### config.mk
export PLATFORM = sky130hd
export DESIGN_NAME = fmc_host
export DESIGN_NICKNAME = d
export VERILOG_FILES = /design/src/shared/fmc_pkg.sv /design/src/fmc_host.sv
export SDC_FILE = /design/constraint.sdc
export NUM_CORES = 1
export LEC_CHECK = 0
export BUFFER_PORTS_ARGS = -buffer_cell sky130_fd_sc_hd__buf_2
export CAP_MARGIN = 20
export CELL_PAD_IN_SITES_DETAIL_PLACEMENT = 2
export CELL_PAD_IN_SITES_GLOBAL_PLACEMENT = 2
export CORE_MARGIN = 10
export CORE_UTILIZATION = 23
export DETAILED_ROUTE_END_ITERATION = 10
export PLACE_DENSITY = 0.77
export SKIP_LAST_GASP = 1
export SYNTH_ARGS = -nofsm -noshare
export SYNTH_HDL_FRONTEND = slang
export SYNTH_SLANG_ARGS = --single-unit
### constraint.sdc
create_clock -name mclk -period 2.7 [get_ports mclk]
set_input_delay 0.54 -clock mclk [delete_from_list [all_inputs] [get_ports mclk]]
set_output_delay 0.54 -clock mclk [all_outputs]
set_load 0.03 [all_outputs]
### src/shared/fmc_pkg.sv
package fmc_pkg;

  // Clock period in picoseconds at 20 MHz
  localparam int CLK_PERIOD_PS    = 50000;
  // Least strobe active time, recovery time and setup lead, in ns
  localparam int CYC_ACTIVE_NS    = 120;
  localparam int CYC_RECOVER_NS   = 90;
  localparam int CTL_SETUP_NS     = 30;
  localparam int PARERR_VALID_NS  = 135;
  // Average refresh interval in ns
  localparam int REFRESH_NS       = 16000;
  // Least times round up, longest round down
  localparam int CYC_ACTIVE_CYC   =
    (CYC_ACTIVE_NS * 1000 + CLK_PERIOD_PS - 1) / CLK_PERIOD_PS;
  localparam int CYC_RECOVER_CYC  =
    (CYC_RECOVER_NS * 1000 + CLK_PERIOD_PS - 1) / CLK_PERIOD_PS;
  localparam int CTL_SETUP_CYC    =
    (CTL_SETUP_NS * 1000 + CLK_PERIOD_PS - 1) / CLK_PERIOD_PS;
  localparam int PARERR_CYC       =
    (PARERR_VALID_NS * 1000 + CLK_PERIOD_PS - 1) / CLK_PERIOD_PS;
  localparam int REFRESH_CYC      = (REFRESH_NS * 1000) / CLK_PERIOD_PS;

  localparam int ADDR_W           = 23;
  localparam int DATA_W           = 32;
  localparam int CNT_W            = 10;
  localparam logic [CNT_W-1:0] CNT_ZERO = 10'h000;

  // Cycle kinds; CPU and VME requested by the user, refresh by the timer
  localparam logic [1:0] KIND_CPU = 2'h0;
  localparam logic [1:0] KIND_VME = 2'h1;
  localparam logic [1:0] KIND_REF = 2'h2;

  // Gray-coded sequence: idle, setup, active, recovery
  typedef enum logic [1:0] {
    ST_IDLE    = 2'h0,
    ST_SETUP   = 2'h1,
    ST_ACTIVE  = 2'h3,
    ST_RECOVER = 2'h2
  } fmc_state_t;

endpackage

### src/fmc_host.sv
`timescale 1ns/1ps
module fmc_host
  import fmc_pkg::*;
(
  input  wire logic              mclk,
  input  wire logic              nrst,
  input  wire logic              clkEn,
  // User request side
  input  wire logic              reqValid,
  output logic                   reqReady,
  input  wire logic [1:0]        reqKind,
  input  wire logic              reqWrite,
  input  wire logic              reqLongword,
  input  wire logic              reqUpper,
  input  wire logic              reqLower,
  input  wire logic [ADDR_W-1:0] reqAddr,
  input  wire logic [DATA_W-1:0] reqWdata,
  output logic                   rspValid,
  output logic [DATA_W-1:0]      rspRdata,
  output logic                   rspParityErr,
  output logic                   refreshDue,
  // Fast memory bus pins
  output logic                   cycle_strobe_n,
  output logic                   vmebus_cycle_n,
  output logic                   refresh_cycle_n,
  output logic                   mem_write_n,
  output logic                   mem_longword_n,
  output logic                   mem_upper_strobe_n,
  output logic                   mem_lower_strobe_n,
  output logic [ADDR_W-1:0]      mem_addr,
  input  wire logic [DATA_W-1:0] memDataIn,
  output logic [DATA_W-1:0]      memDataOut,
  output logic                   memDataOe,
  input  wire logic              parity_error_n
);

  typedef struct packed {
    fmc_state_t        state;
    logic [CNT_W-1:0]  timer;
    logic [CNT_W-1:0]  refTimer;
    logic              refPending;
    logic [1:0]        kind;
    logic              write;
    logic              longword;
    logic              upper;
    logic              lower;
    logic [ADDR_W-1:0] addr;
    logic [DATA_W-1:0] wdata;
    logic              oe;
    logic              rspValid;
    logic [DATA_W-1:0] rdata;
    logic              perr;
  } fmc_regs_t;

  fmc_regs_t s_reg;
  fmc_regs_t s_next;

  // Sampling point for read data, just before the strobe drops
  localparam logic [CNT_W-1:0] ACTIVE_LAST = CNT_W'(CYC_ACTIVE_CYC - 1);
  localparam logic [CNT_W-1:0] SAMPLE_AT   = CNT_W'(PARERR_CYC - 1);

  // Handshake: new cycles only from idle; refresh takes priority
  assign reqReady = (s_reg.state == ST_IDLE) && !s_reg.refPending
                    && (reqKind != KIND_REF);

  // Next-state logic for the whole controller
  always_comb
  begin
    s_next = s_reg;
    s_next.rspValid = 1'b0;
    // Average refresh pacing, pending flag set wins over clear
    if (s_reg.refTimer == CNT_W'(REFRESH_CYC - 1))
    begin
      s_next.refTimer = CNT_ZERO;
      s_next.refPending = 1'b1;
    end
    else
    begin
      s_next.refTimer = s_reg.refTimer + CNT_W'(1);
    end
    case (s_reg.state)
      ST_IDLE:
      begin
        // Only one cycle ever reaches the device at a time
        if (s_reg.refPending)
        begin
          s_next.kind = KIND_REF;
          s_next.write = 1'b0;
          s_next.oe = 1'b0;
          s_next.timer = CNT_ZERO;
          s_next.state = ST_SETUP;
          if (s_reg.refTimer != CNT_W'(REFRESH_CYC - 1))
          begin
            s_next.refPending = 1'b0;
          end
        end
        else if (reqValid && reqReady)
        begin
          s_next.kind = reqKind;
          s_next.write = reqWrite;
          s_next.longword = reqLongword;
          s_next.upper = reqUpper;
          s_next.lower = reqLower;
          s_next.addr = reqAddr;
          s_next.wdata = reqWdata;
          // Bus cycles move data on the VMEbus, not on this data path
          s_next.oe = reqWrite && (reqKind == KIND_CPU);
          s_next.timer = CNT_ZERO;
          s_next.state = ST_SETUP;
        end
      end
      ST_SETUP:
      begin
        // Indicators and address lead the strobe by the setup time
        if (s_reg.timer == CNT_W'(CTL_SETUP_CYC - 1))
        begin
          s_next.timer = CNT_ZERO;
          s_next.state = ST_ACTIVE;
        end
        else
        begin
          s_next.timer = s_reg.timer + CNT_W'(1);
        end
      end
      ST_ACTIVE:
      begin
        // Parity error is valid only late in the cycle
        if (s_reg.timer == SAMPLE_AT && !s_reg.write
            && s_reg.kind == KIND_CPU)
        begin
          s_next.rdata = memDataIn;
          s_next.perr = !parity_error_n;
        end
        // Strobe held long enough for both active and parity times
        if (s_reg.timer >= ACTIVE_LAST && s_reg.timer >= SAMPLE_AT)
        begin
          s_next.timer = CNT_ZERO;
          s_next.oe = 1'b0;
          s_next.state = ST_RECOVER;
          s_next.rspValid = (s_reg.kind != KIND_REF);
        end
        else
        begin
          s_next.timer = s_reg.timer + CNT_W'(1);
        end
      end
      ST_RECOVER:
      begin
        if (s_reg.timer == CNT_W'(CYC_RECOVER_CYC - 1))
        begin
          s_next.state = ST_IDLE;
          s_next.timer = CNT_ZERO;
        end
        else
        begin
          s_next.timer = s_reg.timer + CNT_W'(1);
        end
      end
      default:
      begin
        s_next.state = ST_IDLE;
      end
    endcase
    if (s_reg.state == ST_IDLE && s_next.state == ST_SETUP)
    begin
      s_next.perr = 1'b0;
      s_next.rdata = '0;
    end
  end

  // State register, frozen while the clock enable is low
  always_ff @(posedge mclk)
  begin
    if (!nrst)
    begin
      s_reg <= '0;
    end
    else if (clkEn)
    begin
      s_reg <= s_next;
    end
  end

  // Pin drive; controls held stable from setup through recovery
  assign cycle_strobe_n     = !(s_reg.state == ST_ACTIVE);
  assign vmebus_cycle_n     = !((s_reg.state != ST_IDLE)
                                && s_reg.kind == KIND_VME);
  assign refresh_cycle_n    = !((s_reg.state != ST_IDLE)
                                && s_reg.kind == KIND_REF);
  assign mem_write_n        = !s_reg.write;
  assign mem_longword_n     = !s_reg.longword;
  assign mem_upper_strobe_n = !s_reg.upper;
  assign mem_lower_strobe_n = !s_reg.lower;
  assign mem_addr           = s_reg.addr;
  assign memDataOut         = s_reg.wdata;
  assign memDataOe          = s_reg.oe;
  assign rspValid           = s_reg.rspValid;
  assign rspRdata           = s_reg.rdata;
  assign rspParityErr       = s_reg.perr;
  assign refreshDue         = s_reg.refPending;

  // Strobe active time is at least the documented minimum
  property p_active_len;
    @(posedge mclk) disable iff (!nrst || !clkEn)
      $fell(cycle_strobe_n) |-> !cycle_strobe_n [*3];
  endproperty
  a_active_len: assert property (p_active_len)
    else $error("cycle strobe too short");

  // Recovery between strobes
  property p_recover;
    @(posedge mclk) disable iff (!nrst || !clkEn)
      $rose(cycle_strobe_n) |-> cycle_strobe_n [*2];
  endproperty
  a_recover: assert property (p_recover)
    else $error("recovery time too short");

  // Indicator settled before strobe asserts
  property p_setup;
    @(posedge mclk) disable iff (!nrst || !clkEn)
      $fell(cycle_strobe_n) |-> $stable(vmebus_cycle_n)
        && $stable(refresh_cycle_n) && $stable(mem_addr);
  endproperty
  a_setup: assert property (p_setup)
    else $error("controls changed at strobe");

  // Controls stable throughout the active part
  property p_stable;
    @(posedge mclk) disable iff (!nrst || !clkEn)
      !cycle_strobe_n && !$fell(cycle_strobe_n) |->
        $stable(mem_addr) && $stable(mem_write_n)
        && $stable(vmebus_cycle_n) && $stable(refresh_cycle_n);
  endproperty
  a_stable: assert property (p_stable)
    else $error("controls changed during cycle");

  // Never both indicators at once
  property p_one_kind;
    @(posedge mclk) disable iff (!nrst)
      !(!vmebus_cycle_n && !refresh_cycle_n);
  endproperty
  a_one_kind: assert property (p_one_kind)
    else $error("two cycle kinds at once");

  // Pending refresh is started within a bounded time
  property p_refresh;
    @(posedge mclk) disable iff (!nrst || !clkEn)
      $rose(refreshDue) |-> ##[1:30] !refresh_cycle_n;
  endproperty
  a_refresh: assert property (p_refresh)
    else $error("refresh not started");

endmodule

-- After elaboration in Yosys (flattened, before gate mapping)
Index checks and enable logic that the tools add are counted.
- output and inout port bits: 99
- register bits: 119
- reductions and logical operators: 32
- muxes and demuxes: 23
- bitwise logic cells: 1
- equal/unequal tests: 14
- $lt $le $gt $ge: 1
- add/subtract/negate cells: 2
- operators with widths (operator ; number):
    $mux 62 ; 2
    $mux 33 ; 2
    $mux 58 ; 1
    $pmux 12 s4 ; 1
    $mux 10 ; 4
    $mux 34 ; 1
    $mux 12 ; 2
    $add 10x1->10 const B ; 2
    $eq 10x1->1 const B ; 1
    $eq 10x2->1 const B ; 1
    $eq 10x9->1 const B ; 1
    $ge 10x2->1 const B ; 1
    $logic_not 10->1 ; 1
    $ne 10x9->1 const B ; 1
    $reduce_bool 2->1 ; 5
    $logic_and 1x1->1 ; 9
    $logic_not 1->1 ; 9
    $mux 2 ; 4
    $reduce_and 4->1 ; 2
    $eq 2x1->1 const B ; 3
    $eq 2x2->1 const B ; 3
    $logic_not 2->1 ; 3
    $ne 2x2->1 const B ; 3
    $reduce_and 3->1 ; 2
    6 further kinds ; 9

-- Depth between registers and ports, before layout
Gate-level depths: netlist of the first run.
- depth in word-level cells: 11
- depth in mapped cells: 8
- gate-level depth less buffers: 7

-- Worst setup path before layout of the first run
No wires, ideal clock.
- kind: input-to-reg
- start: input port clkEn
- end: register s_reg, in the netlist mem_addr[19]
- slack: 0.681 ns
- cell stages on the path: 8
- data required time: 2.629 ns
- data arrival time: 1.948 ns
- setup time: 0.071 ns
- path through: buf_2 or3b_1 buf_2 nor4b_4 buf_4 buf_6 nand2_1 a21oi_1
- cells in the longest elaborated chain, start to end: 1
- RTL lines (element ; line ; text):
    start, declared ; fmc_host.sv:7 ; input wire logic clkEn,
    $reduce_and 4->1 (no source line) ; -- ;
    end signal, assigned ; fmc_host.sv:180 ; s_reg <= s_next;
    end, declared ; fmc_host.sv:55 ; fmc_regs_t s_reg;
Every way passes these cells.
A chain may end at the register's enable or synchronous reset.

-- Worst setup path in the final report of the first run
- start: register s_reg, in the netlist refreshDue
- end: output port reqReady
- cells in the longest elaborated chain, start to end: 3
- RTL lines (element ; line ; text):
    $logic_not 1->1 ; fmc_host.sv:63 ; assign reqReady = (s_reg.state == ST_IDLE) && !s_reg.refPending
    $logic_and 1x1->1 ; fmc_host.sv:63 ;
    $logic_and 1x1->1 ; fmc_host.sv:64 ; && (reqKind != KIND_REF);
    end, declared ; fmc_host.sv:10 ; output logic reqReady,
Every way passes these cells.

==> impl_metrics.toml, run 1 <==
[flow_run]
cap_violations = 0

[clocking]
post_cts_buffers = 0
clkSinkCount = 119
path_clk_slew_ns = 0.06
cts_root_buf = "clkbuf_16"
cts_tree = "done"
clock_latency_ns = 0.41
hold_buffers = 0
cts_max_level = 4
numCtsBuffers = 17
clockBufferDepth = 2
cts-resized-gates = 0

[pwr]
vdd_drop_max_mv = 0.296
power_density_nw_per_um2 = 666
power.total_mw = 4.56
power.leakage_nw = 3.02

[yosys]
ys_async_sr_fraction = 0
ys_seq_area_frac = 0.425
synth-seq-cells = 119
ys.flop_type = "dfxtp_1"
yosysUniqueCellTypes = 44
syn_nets = 785
synth_edf_count = 0
synth.cell_area_sq_um = 5610
synth_area_per_cell_sq_um = 8.22
synth_cells = 682
synth_top_area_frac = 0.425
netlist_top_cells_area = "dfxtp_1, buf_4, nand2_1"
synth_area_leader_cell = "dfxtp_1"
yosysWarningCount = 0

[timing]
setup_viol = 0
max-slew-margin-rel = 0.554
finalSetupTns_ns = 0
rsz0062_at_grt = "no"
max_freq_ghz = 0.455
period_share = 0.814
min_period_ns = 2.20
tightestPinTransition_ns = 0.669
slew_violations = 0
fin_hold_ws_ns = 0.367
finClkSkew_ns = 0.0116
hold_viol = 0

[worst_setup_path]
path_max_fanout = 7
required_ns = 2.16
cp_top_family = "simple AND/OR/NAND/NOR gates"
critPathMaxStageDelay_ns = 0.48
reg2reg_from = "s_reg[109]"
crit_type = "reg2out"
slowest_stage = "or3_1"
critPathLaunch = "refreshDue"
end_kind = "primary output"
path_cells = "or3_1 > nor2_1 > buf_2"
crit_path_start_kind = "flip-flop"
critPathArrivalTime_ns = 1.66
crit_buf_inv = 1

[die]
dieArea_sq_um = 31000
die_w_microns = 176
row_count = 57
core_sq_um = 24200
pin_count = 197
start_util = 0.232
die_h_microns = 176

[grt]
grt_max_degree = 59
grt_pass1_vias = 5131
grt_overflow_total = 0
grt_usage = 0.118
grt_pass1_wl_microns = 29000
antenna_found_initial = 2

[hold_path]
min_from = "reqWdata[20]"
hp-class = "in2reg"

[final_layout]
fin_nets = 884
syn2layout_area_growth_pct = 22.1
multi_input_area_sq_um = 2340
seq_area_sq_um = 2380
drive_above_1_share = 0.311
fin_area_sq_um = 6850
stdcell_count = 1118
final_cell_mix = "buf_2, nand2_1, dfxtp_1"
final_common_cell = "buf_2"
num-fill-cells = 2815

[detailed_routing]
wl_per_cell_microns = 16.7
antenna_left = 0
wirelength_microns = 18700
viasPerCell = 4.34
drtIter0Drc = 223
drtPass1Iterations = 4
drc = 0
vias = 4856

[place]
placed_cells = 1086
placed_area_sq_um = 6260
dp_hpwl_microns = 13600
port_buffers = 196
gp_congestion = 0.732

[run_status]
outcome = "completed"
-- synthesized netlist by cell type, drive strengths merged, types with 4 or more instances --
cell type,count
mux2i,35
a31oi,4
ha,5
dfxtp,119
inv,11
nand3,23
and3,35
xor2,8
nor2,58
clkbuf,24
buf,104
nand2,134
nand4b,6
or2,4
nor4,6
nor3,4
nand4,7
a21oi,65
-- path summary, 6_finish.rpt --
path | end | slack, ns | depth (start not counted)
worst min register to register | memDataOut[20] | 0.45 | 2
worst max register to register | s_reg[115] | 0.51 | 6
worst max-delay path | reqReady | 0.50 | 3
worst min-delay path | memDataOut[20] | 0.37 | 3
-- worst register-to-register path, cell delays in order, from the launching register on --
cell and delay [ns]:
dfxtp_1 0.36, nor4_1 0.53, a31oi_1 0.30, nor4_2 0.27, buf_4 0.24, nand2_1 0.11, o32ai_1 0.29
-- layer usage --
metal  share of wire  global-route usage  routed length (microns)  vias to the layer above
li1                -                   -                        -                     2376
met1            0.42               0.132                     7840                     2359
met2            0.51               0.209                     9600                      103
met3           0.054              0.0352                     1020                       16
met4           0.011              0.0343                      198                        2
met5         0.00059                   0                       11                        -
-- where the power goes --
| part | switching, mW | internal [mW] | leakage, nW |
|---|---|---|---|
| Sequential | 0.0274 | 1.80 | 0.963 |
| Clock | 0.816 | 1.44 | 0.280 |
| Combinational | 0.311 | 0.165 | 1.77 |
-- per-stage QoR --
| stage | utilization | worst slack [ns] |
|---|---|---|
| 3_3_place_gp | 0.259 | 0.572 |
| 2_1_floorplan | - | 0.681 |
| 6_report | 0.283 | 0.503 |
| 3_5_place_dp | 0.259 | 0.518 |
| 4_1_cts | 0.283 | 0.476 |
| 5_1_grt | 0.283 | 0.314 |
-- layout make-up --
class / count / area share
flip-flops and latches: 119 / 0.348
diodes: 2 / 0.000731
clock buffers: 22 / 0.0707
multi-input cells: 424 / 0.341
repair buffers: 208 / 0.160
well taps: 324 / 0.0592
inverters: 11 / 0.00621
clock inverters: 8 / 0.0142
-- cells by family after synthesis --
family | after synthesis | share of synthesized area
xor+xnor | 11 | 0.0172
flops | 119 | 0.425
buf+inv | 139 | 0.159
mux | 35 | 0.0625
compound gates | 78 | 0.0783
fa+ha+maj | 5 | 0.0112
simple gates | 295 | 0.247
No activity file was read; power rests on OpenSTA's default activity.
==> run 2: changes to the inputs <==
--- a/config.mk
+++ b/config.mk
@@ -12,7 +12,7 @@
 export CORE_MARGIN = 10
 export CORE_UTILIZATION = 23
 export DETAILED_ROUTE_END_ITERATION = 10
-export PLACE_DENSITY = 0.77
+export PLACE_DENSITY = 0.79
 export SKIP_LAST_GASP = 1
 export SYNTH_ARGS = -nofsm -noshare
 export SYNTH_HDL_FRONTEND = slang
==> constraint.sdc (replaced) <==
create_clock -name mclk -period 1.8 [get_ports mclk]
set_input_delay 0.36 -clock mclk [delete_from_list [all_inputs] [get_ports mclk]]
set_output_delay 0.36 -clock mclk [all_outputs]
set_load 0.03 [all_outputs]
==> run 2 against run 1 <==
Effect of this change:
- hold slack lost 0.18 ns
- via count rose by 6.9%
- register-to-register slack got worse by 0.71 ns
- the run now ends with setup timing left
- die area unchanged
- global-route usage grew 1.3 points
==> impl_metrics.toml, run 2 (same netlist as run 1, synthesis figures left out) <==
[detailed_routing]
drc = 0
drtIter0Drc = 143
wirelength_microns = 21900
antenna_left = 0
viasPerCell = 4.44
wl_per_cell_microns = 18.8
drtPass1Iterations = 4
vias = 5189

[clocking]
path_clk_slew_ns = 0.06
numCtsBuffers = 17
clock_latency_ns = 0.41
hold_buffers = 0
cts_tree = "done"
cts_max_level = 4
cts_root_buf = "clkbuf_16"
clkSinkCount = 119
clockBufferDepth = 2

[grt]
antenna_found_initial = 0
use_met3 = 0.0387
grt-busiest-layer = "met2"
grt_pass1_vias = 5570
grt_max_degree = 59
grt_use_met2 = 0.230
grt_usage = 0.130
grt_pass1_wl_microns = 31800
use_met1 = 0.147
grt_overflow_total = 0

[die]
dieArea_sq_um = 31000
die_h_microns = 176
core_sq_um = 24200
start_util = 0.232
die_w_microns = 176
row_count = 57
pin_count = 197

[timing]
setup_viol = 62
finClkSkew_ns = 0.00736
max_freq_ghz = 0.500
min_period_ns = 2.00
rsz0062_at_grt = "yes"
period_share = 1.11
tightestPinTransition_ns = 0.603
setup_slack_ns = -0.202
fin_hold_ws_ns = 0.184
hold_viol = 0
max-slew-margin-rel = 0.597
slew_violations = 0

[worst_setup_path]
crit_type = "reg2reg"
r2r-end = "s_reg[115]"
critPathArrivalTime_ns = 2.29
required_ns = 2.09
rr_worst_depth = 8
regToRegSetupSlack_ns = -0.20
crit_path_start_kind = "flip-flop"
path_max_fanout = 7
end_kind = "flip-flop"
reg2reg_from = "s_reg[108]"

[pwr]
power.leakage_nw = 3.66
power_density_nw_per_um2 = 892
vdd_drop_max_mv = 0.422

[place]
port_buffers = 196
gp_congestion = 0.786
dp_hpwl_microns = 15000

[final_layout]
seq_area_sq_um = 2400
multi_input_area_sq_um = 2880
final_cell_mix = "buf_2, dfxtp_1, nand2_1"
final_common_cell = "buf_2"
syn2layout_area_growth_pct = 43.6
drive_above_1_share = 0.473
fin_nets = 938
final_core_util = 0.333
num-fill-cells = 2705
num_antenna_cells = 0

[hold_path]
min_from = "reqAddr[10]"
hp-class = "in2reg"
holdPathEnd = "mem_addr[10]"
whs_path_depth = 3

[run_status]
violations = "setup timing"
outcome = "complete, but fails checks"

[flow_run]
cap_violations = 0
## run 2: routing by layer
metal / share of wire / vias up
li1: - / 2487
met1: 0.40 / 2537
met2: 0.52 / 146
met3: 0.060 / 19
met4: 0.018 / 0
met5: 0 / -
## run 2: worst max-delay path by stage
stage	end	slack (ns)	cells after the start	from
floorplan	mem_addr[19]	-0.007	8	clkEn
global placement	s_reg[115]	-0.07	7	s_reg[109]
detailed placement	s_reg[115]	-0.21	8	s_reg[107]
CTS	s_reg[115]	-0.13	7	s_reg[112]
global route	s_reg[115]	-0.25	8	s_reg[107]
finish	s_reg[115]	-0.20	8	s_reg[108]
## run 2: final cells by class
| type | instances | share of cell area |
|---|---|---|
| multi-input combinational | 424 | 0.357 |
| sequential | 119 | 0.298 |
| timing repair buffer | 262 | 0.216 |
| clock buffer | 23 | 0.0618 |
| tap | 324 | 0.0503 |
| clock inverter | 7 | 0.0116 |
| inverter | 11 | 0.00528 |
## run 2: report_power, final
group          switching, mW  internal (mW)
logic                  0.599          0.404
registers             0.0431           2.70
clock network           1.23           2.20
total                   1.87           5.31
## run 2: stage by stage
stage / cell area (sq um) / setup WS [ns] / TNS [ns] / std cells / total power [mW]
finish: 8060 / -0.202 / -1.77 / 1170 / 7.18
CTS: 7520 / -0.134 / -2.16 / 1162 / 7.19
detailed placement: 6630 / -0.212 / -9.01 / 1119 / 3.62
floorplan: 5660 / -0.00746 / -0.0734 / 682 / 3.33
global route: 8060 / -0.250 / -8.28 / 1170 / 7.53
global placement: 6630 / -0.0748 / -4.89 / 1119 / 3.60
## run 2: repair_timing
item,in CTS,in global routing
endpoints found under the hold margin,0,0
cloned,4,5
setup endpoints to repair,106,106
gates resized for setup,44,116
setup buffers,9,7
pin swaps,9,64
## run 2: critical path, stage by stage (launching register included)
cell	delay (ns)
dfxtp_4	0.37
inv_1	0.06
ha_1	0.20
inv_1	0.12
nor4_4	0.07
nor4_4	0.37
buf_6	0.21
nand2_4	0.08
o32ai_2	0.39
